`config.mk`:
```
export PLATFORM = sky130hd
export DESIGN_NAME = cmo_unit
export DESIGN_NICKNAME = d
export VERILOG_FILES = /design/src/hw/cmo_pkg.sv /design/src/hw/cmo_unit.sv /design/src/hw/cmo_addr_sel.sv
export VERILOG_INCLUDE_DIRS = /design/src /design/src/hw
export SDC_FILE = /design/constraint.sdc
export NUM_CORES = 1
export LEC_CHECK = 0
export ABC_AREA = 1
export BUFFER_PORTS_ARGS = -buffer_cell sky130_fd_sc_hd__clkbuf_2
export CAP_MARGIN = 30
export CORE_MARGIN = 1
export CORE_UTILIZATION = 50
export CTS_BUF_LIST = sky130_fd_sc_hd__clkbuf_8
export CTS_CLUSTER_SIZE = 30
export DETAILED_ROUTE_END_ITERATION = 8
export PLACE_DENSITY = 0.86
export SLEW_MARGIN = 10
export SYNTH_ARGS = -nofsm -noshare
export SYNTH_HDL_FRONTEND = slang
export SYNTH_SLANG_ARGS = --single-unit
```
`constraint.sdc`:
```
create_clock -name clk -period 6.6 [get_ports clk]
set_clock_uncertainty 0.05 [all_clocks]
set_input_delay 0.33 -clock clk [delete_from_list [all_inputs] [get_ports clk]]
set_output_delay 0.33 -clock clk [all_outputs]
set_load 0.02 [all_outputs]
```
`src/hw/cmo_regs.svh`:
```
`ifndef CMO_REGS_SVH
`define CMO_REGS_SVH

// ----------------------------------------------------------------
// widths
// ----------------------------------------------------------------
`define CMO_VA_W        64
`define CMO_PA_W        40
`define CMO_IDX_W       20
`define CMO_WORD_W      4

// ----------------------------------------------------------------
// sub-opcode fields and encodings
// ----------------------------------------------------------------
`define CMO_OP_SEL_HI   1
`define CMO_OP_SEL_LO   0
`define CMO_OP_VAR_HI   4
`define CMO_OP_VAR_LO   2
`define CMO_SEL_PI      2'h0
`define CMO_SEL_PD      2'h1
`define CMO_SEL_PS      2'h3
`define CMO_VAR_IDX_INV 3'h0
`define CMO_VAR_LTAG    3'h1
`define CMO_VAR_STAG    3'h2
`define CMO_VAR_HIT_INV 3'h4
`define CMO_VAR_HIT_WBI 3'h5
`define CMO_VAR_LDATA   3'h6
`define CMO_VAR_SDATA   3'h7
`define CMO_OP_BARRIER  5'h14

// ----------------------------------------------------------------
// address bit positions
// ----------------------------------------------------------------
`define CMO_PD_IDX_HI   13
`define CMO_PD_IDX_LO   5
`define CMO_PI_IDX_HI   13
`define CMO_PI_IDX_LO   6
`define CMO_WORD_LO     2
`define CMO_L2_DW_LO    3
`define CMO_WAY_BIT     0
`define CMO_LOW_BIT1    1
`define CMO_PRIV_BIT    63
`define CMO_OFFSET_MSB  15

`endif

```
`src/hw/cmo_pkg.sv`:
```
package cmo_pkg;
  `include "cmo_regs.svh"

  // ----------------------------------------------------------------
  // scalar types
  // ----------------------------------------------------------------
  typedef logic [`CMO_VA_W-1:0]   cmo_va_t;
  typedef logic [`CMO_PA_W-1:0]   cmo_pa_t;
  typedef logic [`CMO_IDX_W-1:0]  cmo_idx_t;
  typedef logic [`CMO_WORD_W-1:0] cmo_word_t;

  // exception reported with completion
  typedef enum logic [2:0] {
    exc_none,
    exc_cop_unusable,
    exc_addr_err,
    exc_tlb_refill,
    exc_tlb_invalid
  } cmo_exc_e;

  // ----------------------------------------------------------------
  // carriers
  // ----------------------------------------------------------------
  typedef struct packed {
    logic [4:0]  op;      // sub-opcode
    cmo_va_t     base;    // base register contents
    logic [15:0] offset;  // signed offset
  } cmo_issue_s;

  typedef struct packed {
    cmo_va_t va;
    logic    is_store;    // always low: no modify check
  } cmo_tlb_req_s;

  typedef struct packed {
    cmo_pa_t pa;
    logic    refill;
    logic    invalid;
  } cmo_tlb_rsp_s;

  typedef struct packed {
    logic [1:0] sel;       // target cache
    logic [2:0] variation; // operation variation
    logic       lookup;    // 1 = tag lookup only, 0 = perform
    cmo_idx_t   index;
    logic       way;
    cmo_word_t  word;
    cmo_pa_t    pa;        // compare address for lookups
  } cmo_arr_cmd_s;

  typedef struct packed {
    logic    hit;       // valid block (matching for hit lookups)
    logic    hit_way;
    logic    dirty;     // inconsistent (primary) or dirty (secondary)
    cmo_pa_t tag_addr;  // block address held in the tag
    logic    tag_way;   // secondary way held in the tag
  } cmo_arr_rsp_s;

  typedef struct packed {
    cmo_pa_t addr;
    logic    way;
  } cmo_wb_s;

  typedef struct packed {
    cmo_exc_e exc;
  } cmo_done_s;
endpackage

```
`src/hw/cmo_unit.sv`:
```
// Contract
// - va is base plus sign-extended offset
// - translate va via tlb; sub-opcode picks variation
// - data cache block from va 13:5
// - instruction cache block from va 13:6
// - primary index ops take way from va bit 0
// - low va bits pick word in block
// - secondary index from pa; way pa bit 0
// - pa block-1 down to 3 picks doubleword
// - coprocessor unusable raises unusable exception
// - tlb refill/invalid allowed, never tlb modified
// - hit ops act only on valid match
// - no watch exception for these ops
// - index ops: ignore bit 0, check bit 1
// - other ops: both low bits must be zero
// - address errors from privilege and the low-bit checks only
// - primary writebacks to secondary, secondary to system
// - probe primary, copy dirty before system writeback
// - writeback address comes from stored tag
// - two low sub-opcode bits pick target cache
`timescale 1ns/1ps
module cmo_unit import cmo_pkg::*; #(
  parameter int L2_SIZE_LOG2 = 22,
  parameter int L2_BLK_LOG2  = 7
) (
  // clock and reset
  input  wire logic         clk,
  input  wire logic         reset_n,
  // pipeline issue and completion
  input  wire logic         issue_valid,
  output logic              issue_ready,
  input  wire cmo_issue_s   issue,
  input  wire logic         kernel_mode,
  input  wire logic         system_coproc_usable_bit,
  output logic              done_valid,
  output cmo_done_s         done,
  output logic              watch_suppress,
  // translation
  output logic              tlb_req_valid,
  output cmo_tlb_req_s      tlb_req,
  input  wire logic         tlb_rsp_valid,
  input  wire cmo_tlb_rsp_s tlb_rsp,
  // cache arrays
  output logic              arr_req_valid,
  output cmo_arr_cmd_s      arr_cmd,
  input  wire logic         arr_rsp_valid,
  input  wire cmo_arr_rsp_s arr_rsp,
  // primary to secondary writeback
  output logic              p2s_valid,
  output cmo_wb_s           p2s_wb,
  input  wire logic         p2s_ack,
  // secondary to system interface writeback
  output logic              sys_valid,
  output cmo_wb_s           sys_wb,
  input  wire logic         sys_ack
);

  // ----------------------------------------------------------------
  // reset release
  // ----------------------------------------------------------------
  logic [1:0] rst_q;   // release shift
  logic       rst_n;   // synchronised reset

  // two-stage release of the asynchronous reset
  always_ff @(posedge clk or negedge reset_n) begin
    if (!reset_n) begin
      rst_q <= 2'h0;
    end else begin
      rst_q <= {rst_q[0], 1'b1};
    end
  end
  assign rst_n = rst_q[1];

  // ----------------------------------------------------------------
  // state
  // ----------------------------------------------------------------
  typedef enum logic [3:0] {
    st_idle, st_check, st_tlb, st_look, st_probe, st_p2s, st_sys, st_act, st_done
  } cmo_state_e;

  cmo_state_e   state,    next_state;    // sequencer
  logic [4:0]   op,       next_op;       // captured sub-opcode
  cmo_va_t      va,       next_va;       // effective address
  cmo_pa_t      pa,       next_pa;       // translated address
  logic         way,      next_way;      // way for perform
  logic         need_sys, next_need_sys; // secondary block dirty
  cmo_wb_s      wb,       next_wb;       // writeback target
  cmo_exc_e     exc,      next_exc;      // completion exception
  cmo_arr_cmd_s cmd,      next_cmd;      // array command

  // ----------------------------------------------------------------
  // decode
  // ----------------------------------------------------------------
  logic [1:0] sel;       // target cache
  logic [2:0] variation; // operation variation
  logic       is_hit;    // hit-type
  logic       is_index;  // index-type
  logic       is_wbi;    // writeback invalidate
  logic       priv_err;  // privilege address error
  logic       low_err;   // low-bit address error
  cmo_va_t    sum_va;    // new effective address

  assign sel       = op[`CMO_OP_SEL_HI:`CMO_OP_SEL_LO];
  assign variation = op[`CMO_OP_VAR_HI:`CMO_OP_VAR_LO];
  assign is_hit    = (variation == `CMO_VAR_HIT_INV) ||
                     (variation == `CMO_VAR_HIT_WBI);
  assign is_index  = !is_hit && (op != `CMO_OP_BARRIER);
  assign is_wbi    = (sel != `CMO_SEL_PI) &&
                     ((variation == `CMO_VAR_IDX_INV) ||
                      (variation == `CMO_VAR_HIT_WBI));

  // sign-extended offset added to base
  assign sum_va = issue.base +
                  {{(`CMO_VA_W-16){issue.offset[`CMO_OFFSET_MSB]}}, issue.offset};

  // user access to the kernel half of the address space
  assign priv_err = !kernel_mode && va[`CMO_PRIV_BIT];
  // bit 0 carries the way on index ops and is exempt
  assign low_err  = is_index ? va[`CMO_LOW_BIT1] :
                    (va[`CMO_LOW_BIT1] || va[`CMO_WAY_BIT]);

  // ----------------------------------------------------------------
  // field selection for the target and for the primary probe
  // ----------------------------------------------------------------
  cmo_idx_t  tgt_index;  // target block
  logic      tgt_way;    // target way
  cmo_word_t tgt_word;   // target word
  cmo_idx_t  prb_index;  // probe block
  logic      prb_way;    // probe way, unused by lookup
  cmo_word_t prb_word;   // probe word, unused by lookup

  cmo_addr_sel #(
    .L2_SIZE_LOG2 (L2_SIZE_LOG2),
    .L2_BLK_LOG2  (L2_BLK_LOG2)
  ) u_tgt_sel (
    .sel   (sel),
    .va    (va),
    .pa    ((state == st_tlb) ? tlb_rsp.pa : pa),
    .index (tgt_index),
    .way   (tgt_way),
    .word  (tgt_word)
  );

  cmo_addr_sel #(
    .L2_SIZE_LOG2 (L2_SIZE_LOG2),
    .L2_BLK_LOG2  (L2_BLK_LOG2)
  ) u_prb_sel (
    .sel   (`CMO_SEL_PD),
    .va    (cmo_va_t'(arr_rsp.tag_addr)),
    .pa    (arr_rsp.tag_addr),
    .index (prb_index),
    .way   (prb_way),
    .word  (prb_word)
  );

  // ----------------------------------------------------------------
  // sequencer next values
  // ----------------------------------------------------------------
  always_comb begin
    next_state    = state;
    next_op       = op;
    next_va       = va;
    next_pa       = pa;
    next_way      = way;
    next_need_sys = need_sys;
    next_wb       = wb;
    next_exc      = exc;
    next_cmd      = cmd;
    case (state)
      // take a new instruction
      st_idle: begin
        if (issue_valid) begin
          next_op    = issue.op;
          next_va    = sum_va;
          next_exc   = exc_none;
          next_state = st_check;
        end
      end
      // privilege and address checks before translation
      st_check: begin
        if (!kernel_mode && !system_coproc_usable_bit) begin
          next_exc   = exc_cop_unusable;
          next_state = st_done;
        end else if (priv_err || low_err) begin
          next_exc   = exc_addr_err;
          next_state = st_done;
        end else if (op == `CMO_OP_BARRIER) begin
          next_state = st_done;
        end else begin
          next_state = st_tlb;
        end
      end
      // wait for translation
      st_tlb: begin
        if (tlb_rsp_valid) begin
          if (tlb_rsp.refill) begin
            next_exc   = exc_tlb_refill;
            next_state = st_done;
          end else if (tlb_rsp.invalid) begin
            next_exc   = exc_tlb_invalid;
            next_state = st_done;
          end else begin
            next_pa    = tlb_rsp.pa;
            next_state = (is_hit || (is_wbi && sel == `CMO_SEL_PS)) ? st_look : st_act;
          end
        end
      end
      // tag lookup ahead of hit ops and secondary writebacks
      st_look: begin
        if (arr_rsp_valid) begin
          next_way      = is_hit ? arr_rsp.hit_way : cmd.way;
          next_need_sys = arr_rsp.hit && arr_rsp.dirty;
          next_wb       = '{addr: arr_rsp.tag_addr, way: next_way};
          if (is_hit && !arr_rsp.hit) begin
            next_state = st_done;
          end else if (is_wbi && sel == `CMO_SEL_PS && arr_rsp.hit) begin
            next_state = st_probe;
          end else begin
            next_state = st_act;
          end
        end
      end
      // interrogate primary data cache for newer data
      st_probe: begin
        if (arr_rsp_valid) begin
          if (arr_rsp.hit && arr_rsp.dirty) begin
            next_state = st_p2s;
          end else begin
            next_state = need_sys ? st_sys : st_act;
          end
        end
      end
      // primary data written into the secondary cache
      st_p2s: begin
        if (p2s_ack) begin
          if (sel == `CMO_SEL_PS) begin
            next_state = need_sys ? st_sys : st_act;
          end else begin
            next_state = st_done;
          end
        end
      end
      // secondary block out to the system interface
      st_sys: begin
        if (sys_ack) begin
          next_state = st_act;
        end
      end
      // perform the operation on the target block
      st_act: begin
        if (arr_rsp_valid) begin
          if (is_wbi && sel == `CMO_SEL_PD && arr_rsp.dirty) begin
            next_wb    = '{addr: arr_rsp.tag_addr, way: arr_rsp.tag_way};
            next_state = st_p2s;
          end else begin
            next_state = st_done;
          end
        end
      end
      // completion handed back to the pipeline
      st_done: begin
        next_state = st_idle;
      end
      default: begin
        next_state = st_idle;
      end
    endcase

    // array command for the state about to be entered
    if (next_state == st_look) begin
      next_cmd = '{sel: sel, variation: variation, lookup: 1'b1, index: tgt_index,
                   way: tgt_way, word: tgt_word, pa: next_pa};
    end else if (next_state == st_probe) begin
      next_cmd = '{sel: `CMO_SEL_PD, variation: variation, lookup: 1'b1,
                   index: prb_index, way: prb_way, word: prb_word, pa: next_wb.addr};
    end else if (next_state == st_act) begin
      next_cmd = '{sel: sel, variation: variation, lookup: 1'b0, index: tgt_index,
                   way: (is_hit ? next_way : tgt_way), word: tgt_word,
                   pa: next_pa};
    end
  end

  // ----------------------------------------------------------------
  // sequencer registers
  // ----------------------------------------------------------------
  always_ff @(posedge clk or negedge rst_n) begin
    if (!rst_n) begin
      state    <= st_idle;
      op       <= 5'h00;
      va       <= '0;
      pa       <= '0;
      way      <= 1'b0;
      need_sys <= 1'b0;
      wb       <= '0;
      exc      <= exc_none;
      cmd      <= '0;
    end else begin
      state    <= next_state;
      op       <= next_op;
      va       <= next_va;
      pa       <= next_pa;
      way      <= next_way;
      need_sys <= next_need_sys;
      wb       <= next_wb;
      exc      <= next_exc;
      cmd      <= next_cmd;
    end
  end

  // ----------------------------------------------------------------
  // outputs
  // ----------------------------------------------------------------
  assign issue_ready    = (state == st_idle);
  assign done_valid     = (state == st_done);
  assign done           = '{exc: exc};
  assign watch_suppress = (state != st_idle);
  assign tlb_req_valid  = (state == st_tlb);
  assign tlb_req        = '{va: va, is_store: 1'b0};
  assign arr_req_valid  = (state == st_look) || (state == st_probe) || (state == st_act);
  assign arr_cmd        = cmd;
  assign p2s_valid      = (state == st_p2s);
  assign p2s_wb         = wb;
  assign sys_valid      = (state == st_sys);
  assign sys_wb         = wb;

endmodule // cmo_unit

```
`src/hw/cmo_addr_sel.sv`:
```
`timescale 1ns/1ps
module cmo_addr_sel import cmo_pkg::*; #(
  parameter int L2_SIZE_LOG2 = 22,
  parameter int L2_BLK_LOG2  = 7
) (
  // selection
  input  wire logic [1:0] sel,
  input  wire cmo_va_t    va,
  input  wire cmo_pa_t    pa,
  // decoded fields
  output cmo_idx_t        index,
  output logic            way,
  output cmo_word_t       word
);

  // ----------------------------------------------------------------
  // block, way and word selection per target cache
  // ----------------------------------------------------------------
  always_comb begin
    index = '0;
    way   = 1'b0;
    word  = '0;
    case (sel)
      `CMO_SEL_PD: begin
        index = cmo_idx_t'(va[`CMO_PD_IDX_HI:`CMO_PD_IDX_LO]);
        way   = va[`CMO_WAY_BIT];
        word  = cmo_word_t'(va[`CMO_PD_IDX_LO-1:`CMO_WORD_LO]);
      end
      `CMO_SEL_PI: begin
        index = cmo_idx_t'(va[`CMO_PI_IDX_HI:`CMO_PI_IDX_LO]);
        way   = va[`CMO_WAY_BIT];
        word  = cmo_word_t'(va[`CMO_PI_IDX_LO-1:`CMO_WORD_LO]);
      end
      `CMO_SEL_PS: begin
        index = cmo_idx_t'(pa[L2_SIZE_LOG2-1:L2_BLK_LOG2]);
        way   = pa[`CMO_WAY_BIT];
        word  = cmo_word_t'(pa[L2_BLK_LOG2-1:`CMO_L2_DW_LO]);
      end
      default: begin
        // undefined target: fields stay zero
        index = '0;
      end
    endcase
  end

endmodule // cmo_addr_sel

```
==> results of run 1 <==
## final cells by class
type,count,share of cell area
clock inverters,20,0.00990
clock buffers,50,0.0370
inverters,296,0.0599
well taps,390,0.0263
multi-input cells,1622,0.419
repair buffers,459,0.142
diodes,4,0.000539
flip-flops and latches,227,0.306
## worst max-delay path by stage
| stage | end | slack [ps] | cells after the start |
|---|---|---|---|
| floorplan | arr_cmd[0] | 2820 | 0 |
| global placement | arr_cmd[53] | 3080 | 11 |
| detailed placement | arr_cmd[65] | 3220 | 14 |
| CTS | arr_cmd[24] | 3150 | 14 |
| global route | arr_cmd[54] | 2850 | 13 |
| finish | arr_cmd[24] | 3060 | 14 |
## logic make-up after synthesis
logic type                 count (synthesis)
and+or+nand+nor                         1116
DFF                                      227
AOI/OAI and AO/OA                        412
xor gates and xnor gates                  23
adders and majority gates                 64
other                                      2
buffers and inverters                    405
## cells in the mapped netlist, types with 3 or more instances
master    number  area [µm²]
o211ai_1      15         113
o21ai_1       42         210
buf_6          3        33.8
nor2_2         5        31.3
o22ai_1        3        18.8
a21boi_0       5        37.5
dfrtp_1      227        5680
nand4_1       23         144
o21bai_1       6        45.0
nand3_1      129         646
o21ai_2        3        26.3
ha_1          63         788
nor3_1        15        75.1
clkbuf_2       4        20.0
inv_1        287        1080
or2_2          4        25.0
nor4_1         5        31.3
nor2_1       178         668
nand3b_1       6        45.0
buf_2         18        90.1
a31oi_1       11        68.8
a21oi_1      102         510
inv_2          8        30.0
clkbuf_1      32         120
xnor2_1       21         184
nand2_1      740        2780
buf_1          3        11.3
buf_4         49         368
o21ai_0      218        1090
## flip-flops by register name (all words and copies together), names as in the netlist
| signal | flops |
|---|---|
| arr_cmd | 66 |
| va | 64 |
| p2s_wb | 41 |
| pa | 40 |
| op | 5 |
| state | 4 |
| done | 3 |
| rst_q | 2 |
| need_sys | 1 |
| way | 1 |
## worst max-delay path: cells and delay by family, from the launching register on
| family | cells | cell delay, ps |
|---|---|---|
| simple gates | 8 | 1530 |
| compound gates | 3 | 350 |
| buf+inv | 3 | 940 |
| flops | 1 | 410 |
## layer usage
metal	up-vias	wire, µm	GRT usage	part of all wire
met2	792	26600	0.605	0.48
met4	0	2860	0.176	0.051
met1	7799	22700	0.438	0.41
met3	166	3750	0.0457	0.067
met5	-	0	0	0
li1	7956	-	-	-
## per-stage QoR
step	setup slack (ps)	std cells	hold WS, ps	area (µm²)	total power (µW)
floorplan	2820	2254	-15.6	15200	5150
global placement	3080	2946	66.2	17100	6240
detailed placement	3220	2950	67.5	17200	6380
CTS	3150	3063	3.65	18500	7850
global route	2850	3068	16.6	18600	8390
finish	3060	3068	11.8	18600	7890
## power breakdown
part	switching [µW]	internal (µW)	leakage, µW
Sequential	457	2020	0.00277
Clock	618	805	0.000478
Combinational	2770	1220	0.00682
==> metrics.txt, run 1 <==
status=finished, final reports clean; Port Buf Inserts=401; Finished Core Util=0.625; Post-Syn Area per Cell=6.75 µm²; RR Startpoint=state[3]; clock sinks=227; EDFF count, synth=0; largest family of logic cells by synthesized area=simple AND/OR/NAND/NOR gates; Post-Synthesis Cells=2,249; Die X=176 µm; CP cell instances=nor2_2 -> nand3_2 -> nor2_4 -> buf_4 -> a21oi_1 -> nand2_1 -> nor2_4 -> nand2_1 -> nand2_1 -> o21ai_4 -> inv_4 -> buf_16 -> nand2_1 -> o21ai_1; area share of and/or/nand/nor cells after synthesis=0.299; Die ar.=0.0311 mm²; Hold Vio Cnt, Final=0; Die Ht=176 µm; min-delay src=arr_rsp[15]; CTS Buffer Depth=3; GP Congestion=0.944; Synth cell types=46; crit path launch type=register; post-CTS setup buffers=0; compound-cell area share of the yosys netlist=0.144; Area Growth Syn to Fin=22.4%; Post-synth ARST share=1.00; Ports=408; Final ANT Viol Nets=0; # setup viols final=0; Slew HR=0.416; worst setup path startpoint=state[3]; layout cells sized above 1=0.191; Pre-antenna DRT Iters=5; hold_buf cts=43; initial core utilization=0.511; Core ar.=0.0297 mm²; XOR/XNOR Fraction of Synth Area=0.0133; RSZ-0062 raised after global routing=false; Final period util=0.536; via count=16,713; biggest fanout along the worst timing path=97; total global routing track utilization=0.353; clock latency on the worst-skew pair=570 ps; flop2flop setup slack=3060 ps; Top FF cell, synth=dfrtp_1; drt drc=0; Post-Synth Adder-Cell Area=0.0532; WL/cell=18.2 µm; initial DRC count=1,256; Worst EP arrival=3910 ps; Final #Nets=2,889; filler cell count=2,760; CP max stage cell=nand3_2; GRT overflow=0; CTS tree=done; post-cts sizing count=0; Multi-input gate area=0.00777 mm²; largest net degree at the start of global routing=98; DR vias/cell=5.45; Slew Limit Fails=0; worst min-delay path class=input pin to register; Reg-to-Reg End=arr_cmd[24]; mux contribution to synthesized area=0; Max Freq=283 MHz; sequential area share after synthesis=0.374; netlist area before placement=0.0152 mm²; Yosys reg bits=227; Peak VDD IR=0.242 mV; final setup TNS=0 ps; max_cap viols=0; Setup crit end kind=register; hold path depth=3; Syn. warnings=0; initial antenna violation count=4; FP Rows=63; wirelength, routed=55,900 µm; max incr delay on CP=520 ps; sequential cell area=0.00568 mm²; H-tree depth=2; R2R cell count=14; Worst Hold Endpoint=p2s_wb[15]; Power Density=425 mW/mm²; first-pass GRT wire length=84,600 µm; commonest cells after routing, fill and taps aside=nand2_1 (740), clkbuf_2 (401), inv_1 (294); WS Path Type=register to register; CP dominant cell by count=nand2_1; Clock transition at path regs=60 ps; Required @ worst endpoint=6970 ps; clk root buf=clkbuf_8; Num CTS Buffers=39; Lkg Pwr=0.0101 µW; detailed placement HPWL=44,400 µm; Tmin final=3540 ps; most common cell after layout, fill and taps aside=nand2_1; Tightest Pin Transition=876 ps; vias in the first global route=15,931
(Power assumes the default switching activity.)
==> run 2, diff against run 1 <==
--- a/config.mk
+++ b/config.mk
@@ -6,15 +6,15 @@
 export SDC_FILE = /design/constraint.sdc
 export NUM_CORES = 1
 export LEC_CHECK = 0
-export ABC_AREA = 1
+export ABC_AREA = 0
 export BUFFER_PORTS_ARGS = -buffer_cell sky130_fd_sc_hd__clkbuf_2
 export CAP_MARGIN = 30
 export CORE_MARGIN = 1
-export CORE_UTILIZATION = 50
+export CORE_UTILIZATION = 54
 export CTS_BUF_LIST = sky130_fd_sc_hd__clkbuf_8
 export CTS_CLUSTER_SIZE = 30
 export DETAILED_ROUTE_END_ITERATION = 8
-export PLACE_DENSITY = 0.86
+export PLACE_DENSITY = 0.89
 export SLEW_MARGIN = 10
 export SYNTH_ARGS = -nofsm -noshare
 export SYNTH_HDL_FRONTEND = slang
==> constraint.sdc (replaced) <==
create_clock -name clk -period 3.29 [get_ports clk]
set_clock_uncertainty 0.05 [all_clocks]
set_input_delay 0.1645 -clock clk [delete_from_list [all_inputs] [get_ports clk]]
set_output_delay 0.1645 -clock clk [all_outputs]
set_load 0.02 [all_outputs]
==> run 2 against run 1 <==
Against the previous run:
- cell area is 4.8% lower
- via count is 19% lower
- non-clock buffer count grew 92
- global-route usage up 2.3 points
- final cell count down 26%
- clock power increased by 97%
- first-iteration DRC count rose by 12%
- wire length decreased by 12%
- critical endpoint is now arr_cmd[50]
- largest cell class unchanged
- largest power group unchanged
==> metrics.txt, run 2 <==
status=finished, final reports clean; switching pwr=7200 µW; vias in the first global route=13,955; design area=0.0177 mm²; most numerous cell in the Yosys netlist=dfrtp_1; top cell type's share of synthesized area=0.417; Max Freq=320 MHz; max FFs per register=66; final setup TNS=0 ps; sw frac=0.468; Worst EP arrival=3500 ps; Area Growth Syn to Fin=29.9%; Syn. warnings=0; WL/cell=21.7 µm; flop2flop setup slack=160 ps; post-CTS setup buffers=0; max_cap viols=0; Die ar.=0.0259 mm²; commonest cells after routing, fill and taps aside=clkbuf_2 (401), dfrtp_1 (226), nand2_1 (204); CTS Buffer Depth=3; clk root buf=clkbuf_8; RR Startpoint=state[3]; largest net degree at the start of global routing=80; Pint=8190 µW; Required @ worst endpoint=3670 ps; filler cell count=1,638; H-tree depth=2; worst setup path startpoint=state[3]; Pre-antenna DRT Iters=5; combinational share of power=0.494; sequential power share=0.324; Final #Nets=2,148; Post-Synthesis Cells=1,430; Synth cell types=74; Power Density=870 mW/mm²; Post-Syn Area per Cell=9.52 µm²; Slew HR=0.517; clock latency on the worst-skew pair=550 ps; Core ar.=0.0245 mm²; Synth area leader=dfrtp_1; CTS tree=done; initial DRC count=1,407; Port Buf Inserts=401; Num CTS Buffers=39; Lkg Pwr=0.00873 µW; Clock transition at path regs=70 ps; Ports=408; CP max stage cell=dfrtp_1; CP dominant cell by count=o21ai_0; Tmin final=3130 ps; WS Path Type=register to register; clock network fraction of total power=0.182; most common cell after layout, fill and taps aside=clkbuf_2; RSZ-0062 raised after global routing=false; Top FF cell, synth=dfrtp_1; max incr delay on CP=490 ps; clock sinks=227; CP cell instances=nand2b_1 -> nor3_1 -> buf_4 -> a32oi_1 -> o21ai_0 -> or3_1 -> and2_4 -> buf_4 -> o221ai_1 -> o21ai_0 -> o21ai_0; wirelength, routed=49,000 µm; Reg-to-Reg End=arr_cmd[50]; R2R cell count=11; GRT overflow=0; initial antenna violation count=5; dominant cells by area after synthesis=dfrtp_1 (42%), mux2_2 (7.5%), o21ai_0 (6.2%); layout cells sized above 1=0.329; total global routing track utilization=0.377; Worst Setup EP=arr_cmd[50]; sequential area share after synthesis=0.417; first-pass GRT wire length=76,400 µm; via count=13,606; DR vias/cell=6.02; Slew Limit Fails=0; biggest fanout along the worst timing path=23; # setup viols final=0; Die Ht=161 µm; initial core utilization=0.555; Die X=161 µm; netlist area before placement=0.0136 mm²; Setup crit end kind=register; FP Rows=57; Yosys reg bits=227; Synth top cells by count=dfrtp_1 (227), nand2_1 (206), o21ai_0 (170); Post-synth ARST share=1.00; placed inst area=0.0159 mm²; detailed placement HPWL=31,800 µm; drt drc=0; Final period util=0.950; worst min-delay path class=input pin to register; crit path launch type=register; Peak VDD IR=0.651 mV; EDFF count, synth=0; GP Congestion=0.937; Tightest Pin Transition=725 ps; Hold Vio Cnt, Final=0; Final ANT Viol Nets=0
==> run 2: worst min-delay path by stage <==
| stage | startpoint | end | slack (ps) | cells past startpoint |
|---|---|---|---|---|
| 2_1_floorplan | reset_n | rst_q[0] | -180 | 0 |
| 3_3_place_gp | reset_n | rst_q[0] | -100 | 1 |
| 3_5_place_dp | reset_n | rst_q[0] | -100 | 1 |
| 4_1_cts | tlb_rsp_valid | state[0] | 9 | 3 |
| 5_1_grt | issue[0] | va[0] | 70 | 4 |
| 6_report | issue[0] | va[0] | 30 | 4 |
==> run 2: cells by family (layout without fill, tap and decap cells) <==
| group | count (synthesis) | count (layout) | synth area share |
|---|---|---|---|
| flops | 227 | 227 | 0.417 |
| compound gates | 411 | 411 | 0.190 |
| mux | 155 | 155 | 0.122 |
| other cells | 2 | 13 | 0.000552 |
| xor+xnor | 57 | 57 | 0.0367 |
| simple gates | 358 | 358 | 0.115 |
| buf+inv | 156 | 653 | 0.0585 |
| fa+ha+maj | 64 | 64 | 0.0594 |
==> run 2: critical path: cells and delay by family, from the launching register on <==
family | cells | cell delay, ps
flip-flops | 1 | 490
buffers and inverters | 2 | 390
AO/OA/AOI/OAI | 5 | 1050
AND/OR/NAND/NOR | 4 | 1030
==> run 2: final cells by class <==
type                       count  area, µm²  area share
antenna                        6       15.0    0.000849
clock buffer                  50        688      0.0389
clock inverter                19        143     0.00806
inverter                      33        124     0.00700
multi-input combinational   1052       7190       0.406
sequential                   227       5680       0.321
tap                          324        405      0.0229
timing repair buffer         551       3450       0.195
==> run 2: repair_timing <==
action / CTS / global route
hold buffers: 96 / 0
hold endpoints to repair: 145 / 0
endpoints found under the setup margin: 0 / 32
resized for setup: 0 / 2
==> run 2: power by group through the flow <==
stage	sequential (µW)	clock [µW]	combinational (µW)
global placement	4820	0	6900
detailed placement	4880	0	7090
CTS	4860	2760	7300
global route	5080	2950	8090
floorplan	5860	0	3790
finish	4990	2800	7600
==> run 2: layer usage <==
layer | vias to the layer above | routed length, µm | track usage
li1 | 6008 | - | -
met1 | 6447 | 18000 | 0.441
met2 | 918 | 23500 | 0.631
met3 | 233 | 4760 | 0.0984
met4 | 0 | 2740 | 0.205
met5 | - | 0 | 0
==> run 2: metrics by stage <==
stage / setup slack (ps) / instances / power [µW] / hold slack [ps] / utilization
3_3_place_gp: 77.4 / 2091 / 11700 / -99.1 / 0.647
6_report: 165 / 2262 / 15400 / 30.2 / 0.721
5_1_grt: 33.6 / 2260 / 16100 / 66.8 / 0.721
3_5_place_dp: 6.39 / 2091 / 12000 / -98.2 / 0.647
4_1_cts: 135 / 2256 / 14900 / 8.98 / 0.720
2_1_floorplan: 363 / 1435 / 9660 / -181 / -
